==> config.mk <==
export PLATFORM = sky130hd
export DESIGN_NAME = hcrtc_core
export DESIGN_NICKNAME = d
export VERILOG_FILES = /design/src/include/hcrtc_pkg.sv /design/src/core/hcrtc_core.sv /design/src/core/hcrtc_ref_div.sv
export SDC_FILE = /design/constraint.sdc
export NUM_CORES = 1
export LEC_CHECK = 0
export ABC_AREA = 1
export CAP_MARGIN = 0
export CORE_AREA = 2 2 193 289
export DETAILED_ROUTE_END_ITERATION = 8
export DIE_AREA = 0 0 195 291
export DONT_BUFFER_PORTS = 1
export HOLD_SLACK_MARGIN = 0.02
export PLACE_DENSITY = 0.74
export SLEW_MARGIN = 30
export SYNTH_ARGS = -nofsm -noshare
export SYNTH_HDL_FRONTEND = slang
export SYNTH_SLANG_ARGS = --single-unit
==> constraint.sdc <==
create_clock -name clk_sys -period 3.5 [get_ports clk_sys]
set_input_delay 0.7 -clock clk_sys [delete_from_list [all_inputs] [get_ports clk_sys]]
set_output_delay 0.7 -clock clk_sys [all_outputs]
set_load 0.02 [all_outputs]
==> src/include/hcrtc_pkg.sv <==
// Constants and types shared by the hibernate calendar RTC core
package hcrtc_pkg;

    // ********************************
    // Register byte addresses
    // ********************************
    localparam logic [7:0] ADDR_CTL   = 8'h00; // Control
    localparam logic [7:0] ADDR_CNT   = 8'h04; // Seconds counter
    localparam logic [7:0] ADDR_CAL   = 8'h08; // Calendar time
    localparam logic [7:0] ADDR_MATCH = 8'h0c; // Match 0
    localparam logic [7:0] ADDR_STAT  = 8'h10; // Sticky status
    localparam logic [7:0] ADDR_MASK  = 8'h14; // Interrupt mask
    localparam logic [1:0] MEM_PAGE   = 2'h1;  // 0x40..0x7c retention

    // ********************************
    // Control field positions
    // ********************************
    localparam int CTL_EN     = 0;  // Block enable
    localparam int CTL_MODE   = 1;  // Mode, two bits
    localparam int CTL_OSC_PD = 3;  // Oscillator power down
    localparam int CTL_HI_DRV = 4;  // Crystal high drive
    localparam int CTL_LFI    = 5;  // Internal oscillator source
    localparam int CTL_CLKOUT = 6;  // Clock forwarding

    // ********************************
    // Status and mask field positions
    // ********************************
    localparam int ST_MATCH  = 0;   // Match 0 event
    localparam int ST_RD_INV = 1;   // Calendar read invalid

    // ********************************
    // Calendar field values
    // ********************************
    localparam logic [7:0] WILDCARD  = 8'hff; // Match any value
    localparam logic [7:0] MS_LAST   = 8'h3b; // 59
    localparam logic [7:0] HOUR_LAST = 8'h17; // 23
    localparam logic [7:0] DAY_FIRST = 8'h01;
    localparam logic [7:0] DAY_LAST  = 8'h1f; // 31
    localparam logic [7:0] HR_NOON   = 8'h0c; // 12
    localparam logic [7:0] HR_PM     = 8'h20; // PM flag in 12h form
    localparam logic [7:0] HR_MASK   = 8'h1f; // Hour bits in 12h form

    // ********************************
    // Reference timing
    // ********************************
    localparam int          REF_HZ       = 32768; // Crystal rate
    localparam logic [14:0] REF_DIV_LAST = 15'(REF_HZ - 1);

    // ********************************
    // Types
    // ********************************
    typedef enum logic [1:0] {
        rtc_seconds_mode  = 2'b00,
        calendar_24h_mode = 2'b01,
        calendar_12h_mode = 2'b10
    } hcrtc_mode_t;

    typedef struct packed {
        logic [7:0] day;
        logic [7:0] hour;
        logic [7:0] min;
        logic [7:0] sec;
    } hcrtc_cal_t;

    typedef struct packed {
        logic        clock_out_to_system;
        logic        select_low_freq_internal;
        logic        crystal_high_drive;
        logic        osc_power_down_option;
        hcrtc_mode_t mode;
        logic        en;
    } hcrtc_ctl_t;

    typedef struct packed {
        logic [7:0]  addr;
        logic [31:0] wdata;
        logic        wr;
        logic        rd;
    } hcrtc_bus_t;

    // ********************************
    // Reset values
    // ********************************
    localparam hcrtc_cal_t CAL_RST = '{DAY_FIRST, 8'h00, 8'h00, 8'h00};
    localparam hcrtc_ctl_t CTL_RST = '{1'b0, 1'b0, 1'b0, 1'b0,
                                       rtc_seconds_mode, 1'b0};

endpackage : hcrtc_pkg

==> src/core/hcrtc_core.sv <==
// Hibernate calendar RTC core: counter, calendar, match, retention words
//
// How it works
// - One mode at a time: 24h, 12h, seconds.
// - Match field 0xff always matches in either calendar mode.
// - Wildcards give daily, hourly, minute, second repeats.
// - Sixteen 32-bit retention words kept.
// - Power-down option stops the crystal oscillator.
// - High drive for 24 pF, low 12 pF.
// - Option selects internal low-frequency oscillator.
// - Option forwards the clock to system.
// - One second per 32768 reference cycles.
// - Disabled block counts and matches nothing; drive pins and clock output off.
// - Read across midnight flagged invalid; retry later.
// - Match raises match-zero flag, maskable interrupt.
//
// The implementer's own choices: the address-and-strobe port and the register offsets.
`timescale 1ns/100ps
module hcrtc_core (
    input  wire logic              clk_sys,
    input  wire logic              rst_n,
    input  wire hcrtc_pkg::hcrtc_bus_t bus,
    output logic [31:0]            rdata,
    input  wire logic              osc_input_pin,
    input  wire logic              internal_low_freq_osc,
    output logic                   irq,
    output logic                   osc_power_down_option,
    output logic                   crystal_high_drive,
    output logic                   crystal_low_drive,
    output logic                   sys_clk_out
);
    import hcrtc_pkg::*;

    // ********************************
    // State and helpers
    // ********************************
    typedef struct packed {
        logic [15:0][31:0] mem;     // Retention words
        hcrtc_ctl_t        ctl;     // Control settings
        logic [31:0]       cnt;     // Seconds counter
        hcrtc_cal_t        cal;     // Calendar, hour held 0..23
        logic [31:0]       match;   // Match 0, raw or calendar form
        logic [1:0]        stat;    // Sticky events
        logic [1:0]        mask;    // Interrupt enables
        logic [31:0]       rdata;   // Read answer
        logic              irq;     // Interrupt level
        logic              osc_pd;  // Oscillator power-down pin
        logic              hi_drv;  // High drive pin
        logic              lo_drv;  // Low drive pin
        logic              clk_out; // Forwarded clock
    } hcrtc_state_t;

    hcrtc_state_t st;         // Registered state
    hcrtc_state_t nx;         // Next state
    logic         sec_tick;   // One pulse per second
    logic         ref_level;  // Synchronised reference level
    logic         is12;       // 12-hour presentation active
    logic         is_cal;     // Either calendar mode active
    hcrtc_cal_t   cal_inc;    // Calendar one second on
    logic [31:0]  cal_cmp;    // Advanced time in register form
    logic [3:0]   fld_hit;    // Per-field match result
    logic         last_sec;   // 23:59:59, day about to roll
    logic [1:0]   ev;         // Events raised this cycle
    logic         mem_hit;    // Address lies in retention page
    hcrtc_mode_t  wr_mode;    // Mode requested by a control write

    // ********************************
    // Hour conversion
    // ********************************

    // Internal hour to register form; 12h form carries a PM flag
    function automatic logic [7:0] hr_out(input logic [7:0] h,
                                          input logic       h12);
        logic [7:0] r;
        r = h;
        if (h12) begin
            if (h == 8'h00) begin
                r = HR_NOON;
            end else if (h > HR_NOON) begin
                r = h - HR_NOON;
            end
            if (h >= HR_NOON) begin
                r = r | HR_PM;
            end
        end
        return r;
    endfunction : hr_out

    // Register form back to internal 0..23 hour
    function automatic logic [7:0] hr_in(input logic [7:0] h,
                                         input logic       h12);
        logic [7:0] r;
        r = h;
        if (h12) begin
            r = h & HR_MASK;
            if (r == HR_NOON) begin
                r = 8'h00;
            end
            if ((h & HR_PM) != 8'h00) begin
                r = r + HR_NOON;
            end
        end
        return r;
    endfunction : hr_in

    // Calendar advance by one second; days run 1..31 and wrap
    function automatic hcrtc_cal_t cal_step(input hcrtc_cal_t c);
        hcrtc_cal_t r;
        r = c;
        if (c.sec < MS_LAST) begin
            r.sec = c.sec + 8'h1;
        end else begin
            r.sec = 8'h00;
            if (c.min < MS_LAST) begin
                r.min = c.min + 8'h1;
            end else begin
                r.min = 8'h00;
                if (c.hour < HOUR_LAST) begin
                    r.hour = c.hour + 8'h1;
                end else begin
                    r.hour = 8'h00;
                    r.day  = (c.day < DAY_LAST) ? c.day + 8'h1
                                                : DAY_FIRST;
                end
            end
        end
        return r;
    endfunction : cal_step

    // ********************************
    // Reference divider
    // ********************************

    // Source select and 32768 divide live in the leaf
    hcrtc_ref_div u_div (
        .clk_sys                  (clk_sys),
        .rst_n                    (rst_n),
        .osc_input_pin            (osc_input_pin),
        .internal_low_freq_osc    (internal_low_freq_osc),
        .select_low_freq_internal (st.ctl.select_low_freq_internal),
        .run                      (st.ctl.en),
        .ref_level                (ref_level),
        .sec_tick                 (sec_tick)
    );

    // ********************************
    // Match compare
    // ********************************

    assign is12     = (st.ctl.mode == calendar_12h_mode);
    assign is_cal   = (st.ctl.mode != rtc_seconds_mode);
    assign cal_inc  = cal_step(st.cal);
    // Compare in register form so 12h match values line up
    assign cal_cmp  = {cal_inc.day, hr_out(cal_inc.hour, is12),
                       cal_inc.min, cal_inc.sec};
    assign last_sec = (st.cal.hour == HOUR_LAST) &&
                      (st.cal.min == MS_LAST) &&
                      (st.cal.sec == MS_LAST);
    assign mem_hit  = (bus.addr[7:6] == MEM_PAGE);

    // Wildcard bytes drop out, giving repeat rates
    for (genvar i = 0; i < 4; i++) begin : g_fld
        assign fld_hit[i] = (st.match[8*i +: 8] == WILDCARD) ||
                            (st.match[8*i +: 8] == cal_cmp[8*i +: 8]);
    end

    // ********************************
    // Next state
    // ********************************

    // Tick first, then reads, then writes, so a write wins
    always_comb begin
        nx       = st;
        ev       = '0;
        nx.rdata = '0;
        wr_mode  = rtc_seconds_mode;

        // Timekeeping only while enabled
        if (st.ctl.en && sec_tick) begin
            if (!is_cal) begin
                nx.cnt       = st.cnt + 32'h1;
                ev[ST_MATCH] = (st.cnt + 32'h1 == st.match);
            end else begin
                nx.cal       = cal_inc;
                ev[ST_MATCH] = &fld_hit;
            end
        end

        // Read decode; unmapped addresses answer zero
        if (bus.rd) begin
            case (bus.addr)
                ADDR_CTL: begin
                    nx.rdata = {25'h0, st.ctl};
                end
                ADDR_CNT: begin
                    nx.rdata = st.cnt;
                end
                ADDR_CAL: begin
                    nx.rdata = {st.cal.day, hr_out(st.cal.hour, is12),
                                st.cal.min, st.cal.sec};
                    // Value may tear across midnight
                    ev[ST_RD_INV] = last_sec;
                end
                ADDR_MATCH: begin
                    nx.rdata = st.match;
                end
                ADDR_STAT: begin
                    nx.rdata = {30'h0, st.stat};
                    nx.stat  = '0;
                end
                ADDR_MASK: begin
                    nx.rdata = {30'h0, st.mask};
                end
                default: begin
                    if (mem_hit) begin
                        nx.rdata = st.mem[bus.addr[5:2]];
                    end
                end
            endcase
        end

        // Write decode; unmapped writes are dropped
        if (bus.wr) begin
            case (bus.addr)
                ADDR_CTL: begin
                    // Reserved code falls back to the seconds counter
                    case (bus.wdata[CTL_MODE +: 2])
                        2'b01:   wr_mode = calendar_24h_mode;
                        2'b10:   wr_mode = calendar_12h_mode;
                        default: wr_mode = rtc_seconds_mode;
                    endcase
                    nx.ctl.mode = wr_mode;
                    nx.ctl.en   = bus.wdata[CTL_EN];
                    nx.ctl.osc_power_down_option =
                        bus.wdata[CTL_OSC_PD];
                    nx.ctl.crystal_high_drive = bus.wdata[CTL_HI_DRV];
                    nx.ctl.select_low_freq_internal =
                        bus.wdata[CTL_LFI];
                    nx.ctl.clock_out_to_system = bus.wdata[CTL_CLKOUT];
                end
                ADDR_CNT: begin
                    nx.cnt = bus.wdata;
                end
                ADDR_CAL: begin
                    // Software may only trust this in a calendar mode
                    nx.cal = {bus.wdata[31:24],
                              hr_in(bus.wdata[23:16], is12),
                              bus.wdata[15:8], bus.wdata[7:0]};
                end
                ADDR_MATCH: begin
                    // Only match zero exists
                    nx.match = bus.wdata;
                end
                ADDR_MASK: begin
                    nx.mask = bus.wdata[1:0];
                end
                default: begin
                    if (mem_hit) begin
                        nx.mem[bus.addr[5:2]] = bus.wdata;
                    end
                end
            endcase
        end

        // New events beat a read clear in the same cycle
        nx.stat = nx.stat | ev;
        nx.irq  = |(st.stat & st.mask);

        // Pin controls; a disabled block parks the oscillator
        nx.osc_pd = !st.ctl.en || st.ctl.osc_power_down_option;
        nx.hi_drv = !nx.osc_pd && st.ctl.crystal_high_drive;
        nx.lo_drv = !nx.osc_pd && !st.ctl.crystal_high_drive;
        // Forwarding follows whichever source is selected
        nx.clk_out = st.ctl.en && st.ctl.clock_out_to_system &&
                     ref_level;
    end

    // ********************************
    // State register
    // ********************************

    // Retention words clear only on the battery-side reset
    always_ff @(posedge clk_sys or negedge rst_n) begin
        if (!rst_n) begin
            st        <= '0;
            st.ctl    <= CTL_RST;
            st.cal    <= CAL_RST;
            st.osc_pd <= 1'b1;
        end else begin
            st <= nx;
        end
    end

    // Outputs straight from the register
    assign rdata                 = st.rdata;
    assign irq                   = st.irq;
    assign osc_power_down_option = st.osc_pd;
    assign crystal_high_drive    = st.hi_drv;
    assign crystal_low_drive     = st.lo_drv;
    assign sys_clk_out           = st.clk_out;
endmodule : hcrtc_core

==> src/core/hcrtc_ref_div.sv <==
// Reference clock synchroniser and one-second divider
`timescale 1ns/100ps
module hcrtc_ref_div (
    input  wire logic clk_sys,
    input  wire logic rst_n,
    input  wire logic osc_input_pin,
    input  wire logic internal_low_freq_osc,
    input  wire logic select_low_freq_internal,
    input  wire logic run,
    output logic      ref_level,
    output logic      sec_tick
);
    import hcrtc_pkg::*;

    // ********************************
    // State
    // ********************************
    typedef struct packed {
        logic [1:0]  osc_s;  // Crystal pin synchroniser
        logic [1:0]  lfi_s;  // Internal oscillator synchroniser
        logic        lvl;    // Selected level, also edge history
        logic [14:0] cnt;    // Reference edges this second
        logic        tick;   // One-cycle second pulse
    } hcrtc_div_t;

    hcrtc_div_t st;          // Registered state
    hcrtc_div_t nx;          // Next state
    logic       sel_now;     // Selected synchronised level

    // Next state: only second flops feed the source select
    always_comb begin
        nx       = st;
        nx.osc_s = {st.osc_s[0], osc_input_pin};
        nx.lfi_s = {st.lfi_s[0], internal_low_freq_osc};
        sel_now  = select_low_freq_internal ? st.lfi_s[1]
                                            : st.osc_s[1];
        nx.lvl   = sel_now;
        nx.tick  = 1'b0;
        if (!run) begin
            // Disabled block holds the divider at zero
            nx.cnt = '0;
        end else if (sel_now && !st.lvl) begin
            if (st.cnt == REF_DIV_LAST) begin
                nx.cnt  = '0;
                nx.tick = 1'b1;
            end else begin
                nx.cnt = st.cnt + 15'h1;
            end
        end
    end

    // State register
    always_ff @(posedge clk_sys or negedge rst_n) begin
        if (!rst_n) begin
            st <= '0;
        end else begin
            st <= nx;
        end
    end

    assign ref_level = st.lvl;
    assign sec_tick  = st.tick;
endmodule : hcrtc_ref_div

==> impl_metrics.yaml, run 1 <==
final_layout:
  final_common_cell: "nand2_1"
  area_delta_synth_final_pct: 9.489
  nFillCells: 4561
  final_cell_mix: "nand2_1 (885), dfrtp_1 (675), o21ai_0 (636), nand3_1 (200), inv_1 (199)"
  final_area_um2: 35210
  final_core_util: 0.6474
  finalNetCount: 3718
  drive_gt1_frac: 0.07962
timing:
  relSlewSlack: 0.3821
  timing_worst_slew_pin_value_ns: 0.9258
  maxSlewViolCount: 0
  fmax_mhz: 315.6
  worst_clock_skew_ns: 0.02373
  finalHoldViolCount: 0
  final.min_clock_period_ns: 3.169
  setup_viol: 0
  rsz0062_at_grt: "false"
  fin_crit_sh: 0.9054
  tns_ns: 0
clock_network:
  cts_tree: "built"
  cts_root_buffer: "clkbuf_16"
  clkSinkCount: 677
  cts_buffer_depth: 3
  clk_pin_slew_worst_paths_ns: 0.07
  cts_htree_levels: 3
  cts_buffers: 66
  clk_latency_ns: 0.63
routing:
  dr.first_iter.drc_count: 3300
  wl_mm: 107.9
  vias: 28670
  remaining_drc_errors: 0
  dr.pass1.iters: 8
  ant_nets: 0
  routedWlPerCell_um: 24.52
  routed_via_density: 6.513
floorplanning:
  initial_utilization: 0.5913
  rows: 105
  boundaryPins: 83
  fp.dieArea_um2: 56750
  core_area_um2: 54390
  die_y_um: 291
  die_x_um: 195
setup_path:
  reg2reg_slack_ns: 0.33
  critPathLaunchType: "register"
  worstPathMaxFanout: 7
  crit_type: "register to register"
  end_kind: "register"
  r2r-end: "st[39]"
  critical_path_arrival_ns: 3.72
  reg2reg_from: "st[92]"
  critPathMaxStageDelay_ns: 0.42
  path_buf_inv: 3
  timing.critical_path.mode_cell: "nand2_1"
  cp.required_ns: 4.05
  worstRegToRegCells: 21
  cp_slowest_cell: "dfrtp_1"
  crit_chain: "inv_1, ha_1, nand2_1, nor2_1, nor2_4, inv_1, nand2_1, nand2_1, inv_1, ha_1, nor2_1, o211ai_1, nand3_1, nand2_1, nor2_1, nand4_1, o21bai_1, nand2_1, nand2_1, nand2_1, nand2_1"
  critPathTopFamily: "simple AND/OR/NAND/NOR gates"
  path_depth: 21
place:
  io_buffers: 0
  dp_hpwl_mm: 68.44
  gp_congestion: 1.013
  placedInstanceArea_um2: 32880
outcome:
  status: "finished clean"
grt:
  gr-total-overflow: 0
  grt_antenna_before_repair: 3
  grt_pass1_vias: 27740
  grtUsageTotal: 0.3811
  grt_pass1_wl_mm: 164.7
  grt_max_degree: 678
hold_path:
  hold_class: "input pin to asynchronous set/reset pin"
synthesis:
  yosysWarnings: 0
  ys_ff_latch: 677
  postSynthCellCount: 3777
  synth_nets: 3836
  synthFlopType: "dfrtp_1"
  async_reset_ff_frac: 1.000
  syn_area_per_cell_um2: 8.515
  synth_edf_count: 0
  seq_area_frac_synth: 0.5268
  synth_cell_types: 51
  syn_area_um2: 32160
power_and_ir_drop:
  switchingPower_mw: 5.117
  power_frac_seq: 0.497
  p_per_area_nw_per_um2: 532.1
  pwr-share-clk: 0.391
  peakVddDrop_uv: 450.3
  leakagePower_nw: 15.44
  switching_share: 0.2731
  comb_power_share: 0.112
  internal-power_mw: 13.62
run:
  max-cap-violations: 0
[sequential cells by signal, summed over array words and instances, names as in the netlist]
name and cells:
crystal_high_drive 1, crystal_low_drive 1, irq 1, osc_power_down_option 1, rdata 32, st 619, sys_clk_out 1, u_div.nx 2
u_div.ref_level 1, u_div.sec_tick 1, u_div.st 17
[per-stage QoR]
stage	power (mW)	hold WS [ns]	std cells	setup WS, ns
after floorplan	10.66	0.3312	3777	0.8912
after global placement	11.19	0.3482	4281	0.3603
after detailed placement	11.31	0.3378	4281	0.2849
after CTS	18.60	-0.2289	4395	0.2616
after global routing	19.47	0.09439	4400	0.07490
final	18.74	0.04050	4402	0.3311
[cell families (layout without fill, tap and decap cells)]
family | Yosys count | count (layout) | share of synthesized area
adders and majority gates | 13 | 13 | 0.005058
xor gates and xnor gates | 60 | 60 | 0.01677
DFF | 677 | 677 | 0.5268
and+or+nand+nor | 1350 | 1350 | 0.1769
buffers and inverters | 517 | 445 | 0.06493
AOI/OAI and AO/OA | 1160 | 1160 | 0.2096
other | 0 | 2 | 0
[synth_stat cells (all sizes together) (3+ instances only)]
cell type  count  share of area
o22ai         27         0.0053
o221ai         5         0.0014
a22oi        146          0.034
xnor2          6         0.0016
or2           11         0.0021
o21ai        638          0.099
a221oi        23         0.0063
nor3          42         0.0078
a211oi        27         0.0063
nand2        907           0.11
nand3        208          0.033
dfrtp        675           0.53
nor2         135          0.018
nor4          17         0.0033
o41ai         30         0.0082
clkbuf       257          0.030
o211ai        16         0.0037
o2111ai        3        0.00082
nand4         26         0.0051
ha            13         0.0051
buf           47          0.010
inv          211          0.025
a31oi        133          0.026
a2bb2oi        3        0.00082
xor2          53          0.014
a21oi        103          0.016
[final cells by class]
type	instances	area (µm²)	share of cell area
Antenna cell	2	5.005	0.0001421
Clock buffer	92	1891	0.05369
Clock inverter	22	297.8	0.008457
Inverter	213	804.5	0.02285
Multi-Input combinational cell	2583	13230	0.3757
Sequential cell	677	16940	0.4812
Tap cell	695	869.6	0.02469
Timing Repair Buffer	118	1174	0.03333
[per-layer routing]
metal / track usage / share of wire
met5: 0 / 0.00022
met1: 0.4759 / 0.37
met4: 0.2350 / 0.071
met3: 0.07774 / 0.089
met2: 0.6110 / 0.47
[power groups by stage]
stage | Sequential, mW | Clock, mW | Combinational (mW)
floorplan | 9.24 | 0 | 1.42
global placement | 9.36 | 0 | 1.82
detailed placement | 9.41 | 0 | 1.90
CTS | 9.28 | 7.41 | 1.91
global route | 9.39 | 7.71 | 2.37
finish | 9.30 | 7.33 | 2.10
[worst max-delay path by stage]
stage	startpoint	endpoint	slack [ns]
floorplan	st[73]	st[39]	0.89
global placement	st[73]	st[39]	0.36
detailed placement	st[74]	st[39]	0.28
CTS	st[74]	st[39]	0.26
global route	st[92]	st[39]	0.07
finish	st[92]	st[39]	0.33
[worst reg2reg max path: cells and delay by family (launching register included)]
family | cells | cell delay (ns)
flops | 1 | 0.42
fa+ha+maj | 2 | 0.46
simple gates | 14 | 1.44
compound gates | 2 | 0.39
buf+inv | 3 | 0.41
[what timing repair did]
action	4_1_cts	5_1_grt
gates resized for setup	0	1
hold endpoints to repair	676	129
setup endpoints to repair	0	1
buffers inserted	0	0
(Power assumes the default switching activity.)
==> run 2: changes to the inputs <==
CTS_BUF_LIST = sky130_fd_sc_hd__clkbuf_4 sky130_fd_sc_hd__clkbuf_8   (was unset)
==> run 2 against run 1 <==
  * First-iteration DRC count is 2.3% lower
  * Flip-flop and latch count is the same
  * Clock power down 2.9%
  * Critical path depth unchanged
  * Fmax fell by 0.32%
  * Worst setup slack worse by 0.010 ns
  * Utilization up 0.18 points
  * Clock-buffer cell count up 81
  * Cell count is 1.7% higher
  * Largest cell class unchanged
  * Largest power group unchanged
==> impl_metrics.yaml, run 2 (synthesis results as in run 1) <==
routing:
  remaining_drc_errors: 0
  routedWlPerCell_um: 24.08
  dr.pass1.iters: 6
  routed_via_density: 6.421
  dr.first_iter.drc_count: 3224
  vias: 28740
  wl_mm: 107.8
  ant_nets: 0
setup_path:
  worstPathMaxFanout: 7
  critPathLaunchType: "register"
  worstRegToRegCells: 21
  crit_end: "st[39]"
  cp.required_ns: 4.18
  reg2reg_slack_ns: 0.32
  r2r-end: "st[39]"
  startpoint: "st[92]"
  crit_type: "register to register"
  critical_path_arrival_ns: 3.86
  end_kind: "register"
  reg2reg_from: "st[92]"
clock_network:
  clkSinkCount: 677
  cts_buffer_depth: 3
  clk_latency_ns: 0.76
  cts_tree: "built"
  cts_buffers: 101
  clk_pin_slew_worst_paths_ns: 0.07
  cts_root_buffer: "clkbuf_8"
  cts_htree_levels: 3
  cts_setup_buffers: 0
floorplanning:
  initial_utilization: 0.5913
  core_area_um2: 54390
  boundaryPins: 83
  fp.dieArea_um2: 56750
  die_x_um: 195
  rows: 105
  die_y_um: 291
final_layout:
  nFillCells: 4626
  area_delta_synth_final_pct: 9.792
  largest-register: "st"
  final_common_cell: "nand2_1"
  final_cell_mix: "nand2_1 (885), dfrtp_1 (675), o21ai_0 (636), nand3_1 (200), inv_1 (199)"
  largest_register_ffs: 619
  finalNetCount: 3756
  final_area_um2: 35310
  drive_gt1_frac: 0.1003
timing:
  tns_ns: 0
  fmax_mhz: 314.5
  relSlewSlack: 0.2991
  rsz0062_at_grt: "false"
  final.min_clock_period_ns: 3.179
  timing_worst_slew_pin_value_ns: 1.038
  setup_viol: 0
  hold_ws_ns: 0.06873
  finalHoldViolCount: 0
  maxSlewViolCount: 0
  fin_crit_sh: 0.9083
  worst_clock_skew_ns: 0.04362
place:
  gp_congestion: 1.013
  io_buffers: 0
  dp_hpwl_mm: 68.44
  placedInstanceArea_um2: 32880
hold_path:
  hold_depth: 2
  hold_class: "input pin to register"
grt:
  grtUsageTotal: 0.3805
  gr-total-overflow: 0
  grt_max_degree: 678
  grt_pass1_vias: 28100
  grt_pass1_wl_mm: 165.1
  grt_antenna_before_repair: 3
run:
  max-cap-violations: 0
power_and_ir_drop:
  p_per_area_nw_per_um2: 524.3
  peakVddDrop_uv: 471.9
  leakagePower_nw: 15.59
  finalPower_mw: 18.51
outcome:
  status: "finished clean"
==> run 2: cell types whose count changed in the layout (fill, tap and decap cells not counted), moves of 3 or more <==
cell,delta
clkbuf_4,+44
clkbuf_1,-13
bufinv_16,-4
inv_8,+3
dlygate4sd3_1,+3
clkbuf_8,+117
clkinvlp_4,-4
clkbuf_16,-67
==> run 2: layout make-up <==
class | count | area (µm²) | area share
Sequential cell | 677 | 16940 | 0.4798
Multi-Input combinational cell | 2583 | 13230 | 0.3746
Clock buffer | 173 | 2106 | 0.05963
Timing Repair Buffer | 121 | 1204 | 0.03409
Tap cell | 695 | 869.6 | 0.02463
Inverter | 213 | 804.5 | 0.02278
Clock inverter | 12 | 152.6 | 0.004323
Antenna cell | 1 | 2.502 | 0.00007087
==> run 2: timing repair <==
| item | in CTS | in global routing |
|---|---|---|
| hold endpoints to repair | 679 | 123 |
| hold buffers | 2 | 2 |
| resized for setup | 0 | 1 |
| setup endpoints to repair | 0 | 1 |
==> run 2: routing by layer <==
metal / global-route usage / vias to the layer above / part of all wire
li1: - / 12800 / -
met1: 0.4740 / 14000 / 0.38
met2: 0.6088 / 1528 / 0.47
met3: 0.07971 / 408 / 0.085
met4: 0.2370 / 2 / 0.070
met5: 0 / - / 0.00012
==> run 2: worst max-delay path: stages, from the launching register on <==
cell,delay [ns]
dfrtp_1,0.42
inv_1,0.24
ha_1,0.21
nand2_1,0.08
nor2_1,0.19
nor2_4,0.10
inv_1,0.09
nand2_1,0.07
nand2_1,0.10
inv_1,0.08
ha_1,0.25
nor2_1,0.25
o211ai_1,0.18
nand3_1,0.10
nand2_1,0.06
nor2_1,0.09
nand4_1,0.15
o21bai_1,0.22
nand2_1,0.07
nand2_1,0.06
nand2_1,0.05
nand2_1,0.06
==> run 2: worst min path at each step <==
stage | start | to | slack, ns
final | bus[5] | st[140] | 0.07
after global placement | u_div.nx[18] | u_div.st[18] | 0.35
after floorplan | u_div.nx[18] | u_div.st[18] | 0.33
after detailed placement | u_div.nx[18] | u_div.st[18] | 0.34
after CTS | rst_n | u_div.st[8] | -0.37
after global routing | bus[8] | st[143] | 0.07
==> run 2: through the flow <==
step	util	worst slack, ns	cells
3_5_place_dp	0.6045	0.2849	4281
5_1_grt	0.6492	0.07912	4475
4_1_cts	0.6464	0.2481	4468
2_1_floorplan	-	0.8912	3777
3_3_place_gp	0.6045	0.3603	4281
6_report	0.6492	0.3208	4475
==> run 2: power by group <==
group | internal (mW) | switching, mW | total [mW]
Clock | 3.89 | 3.23 | 7.12
Combinational | 0.725 | 1.37 | 2.09
Sequential | 8.72 | 0.585 | 9.31
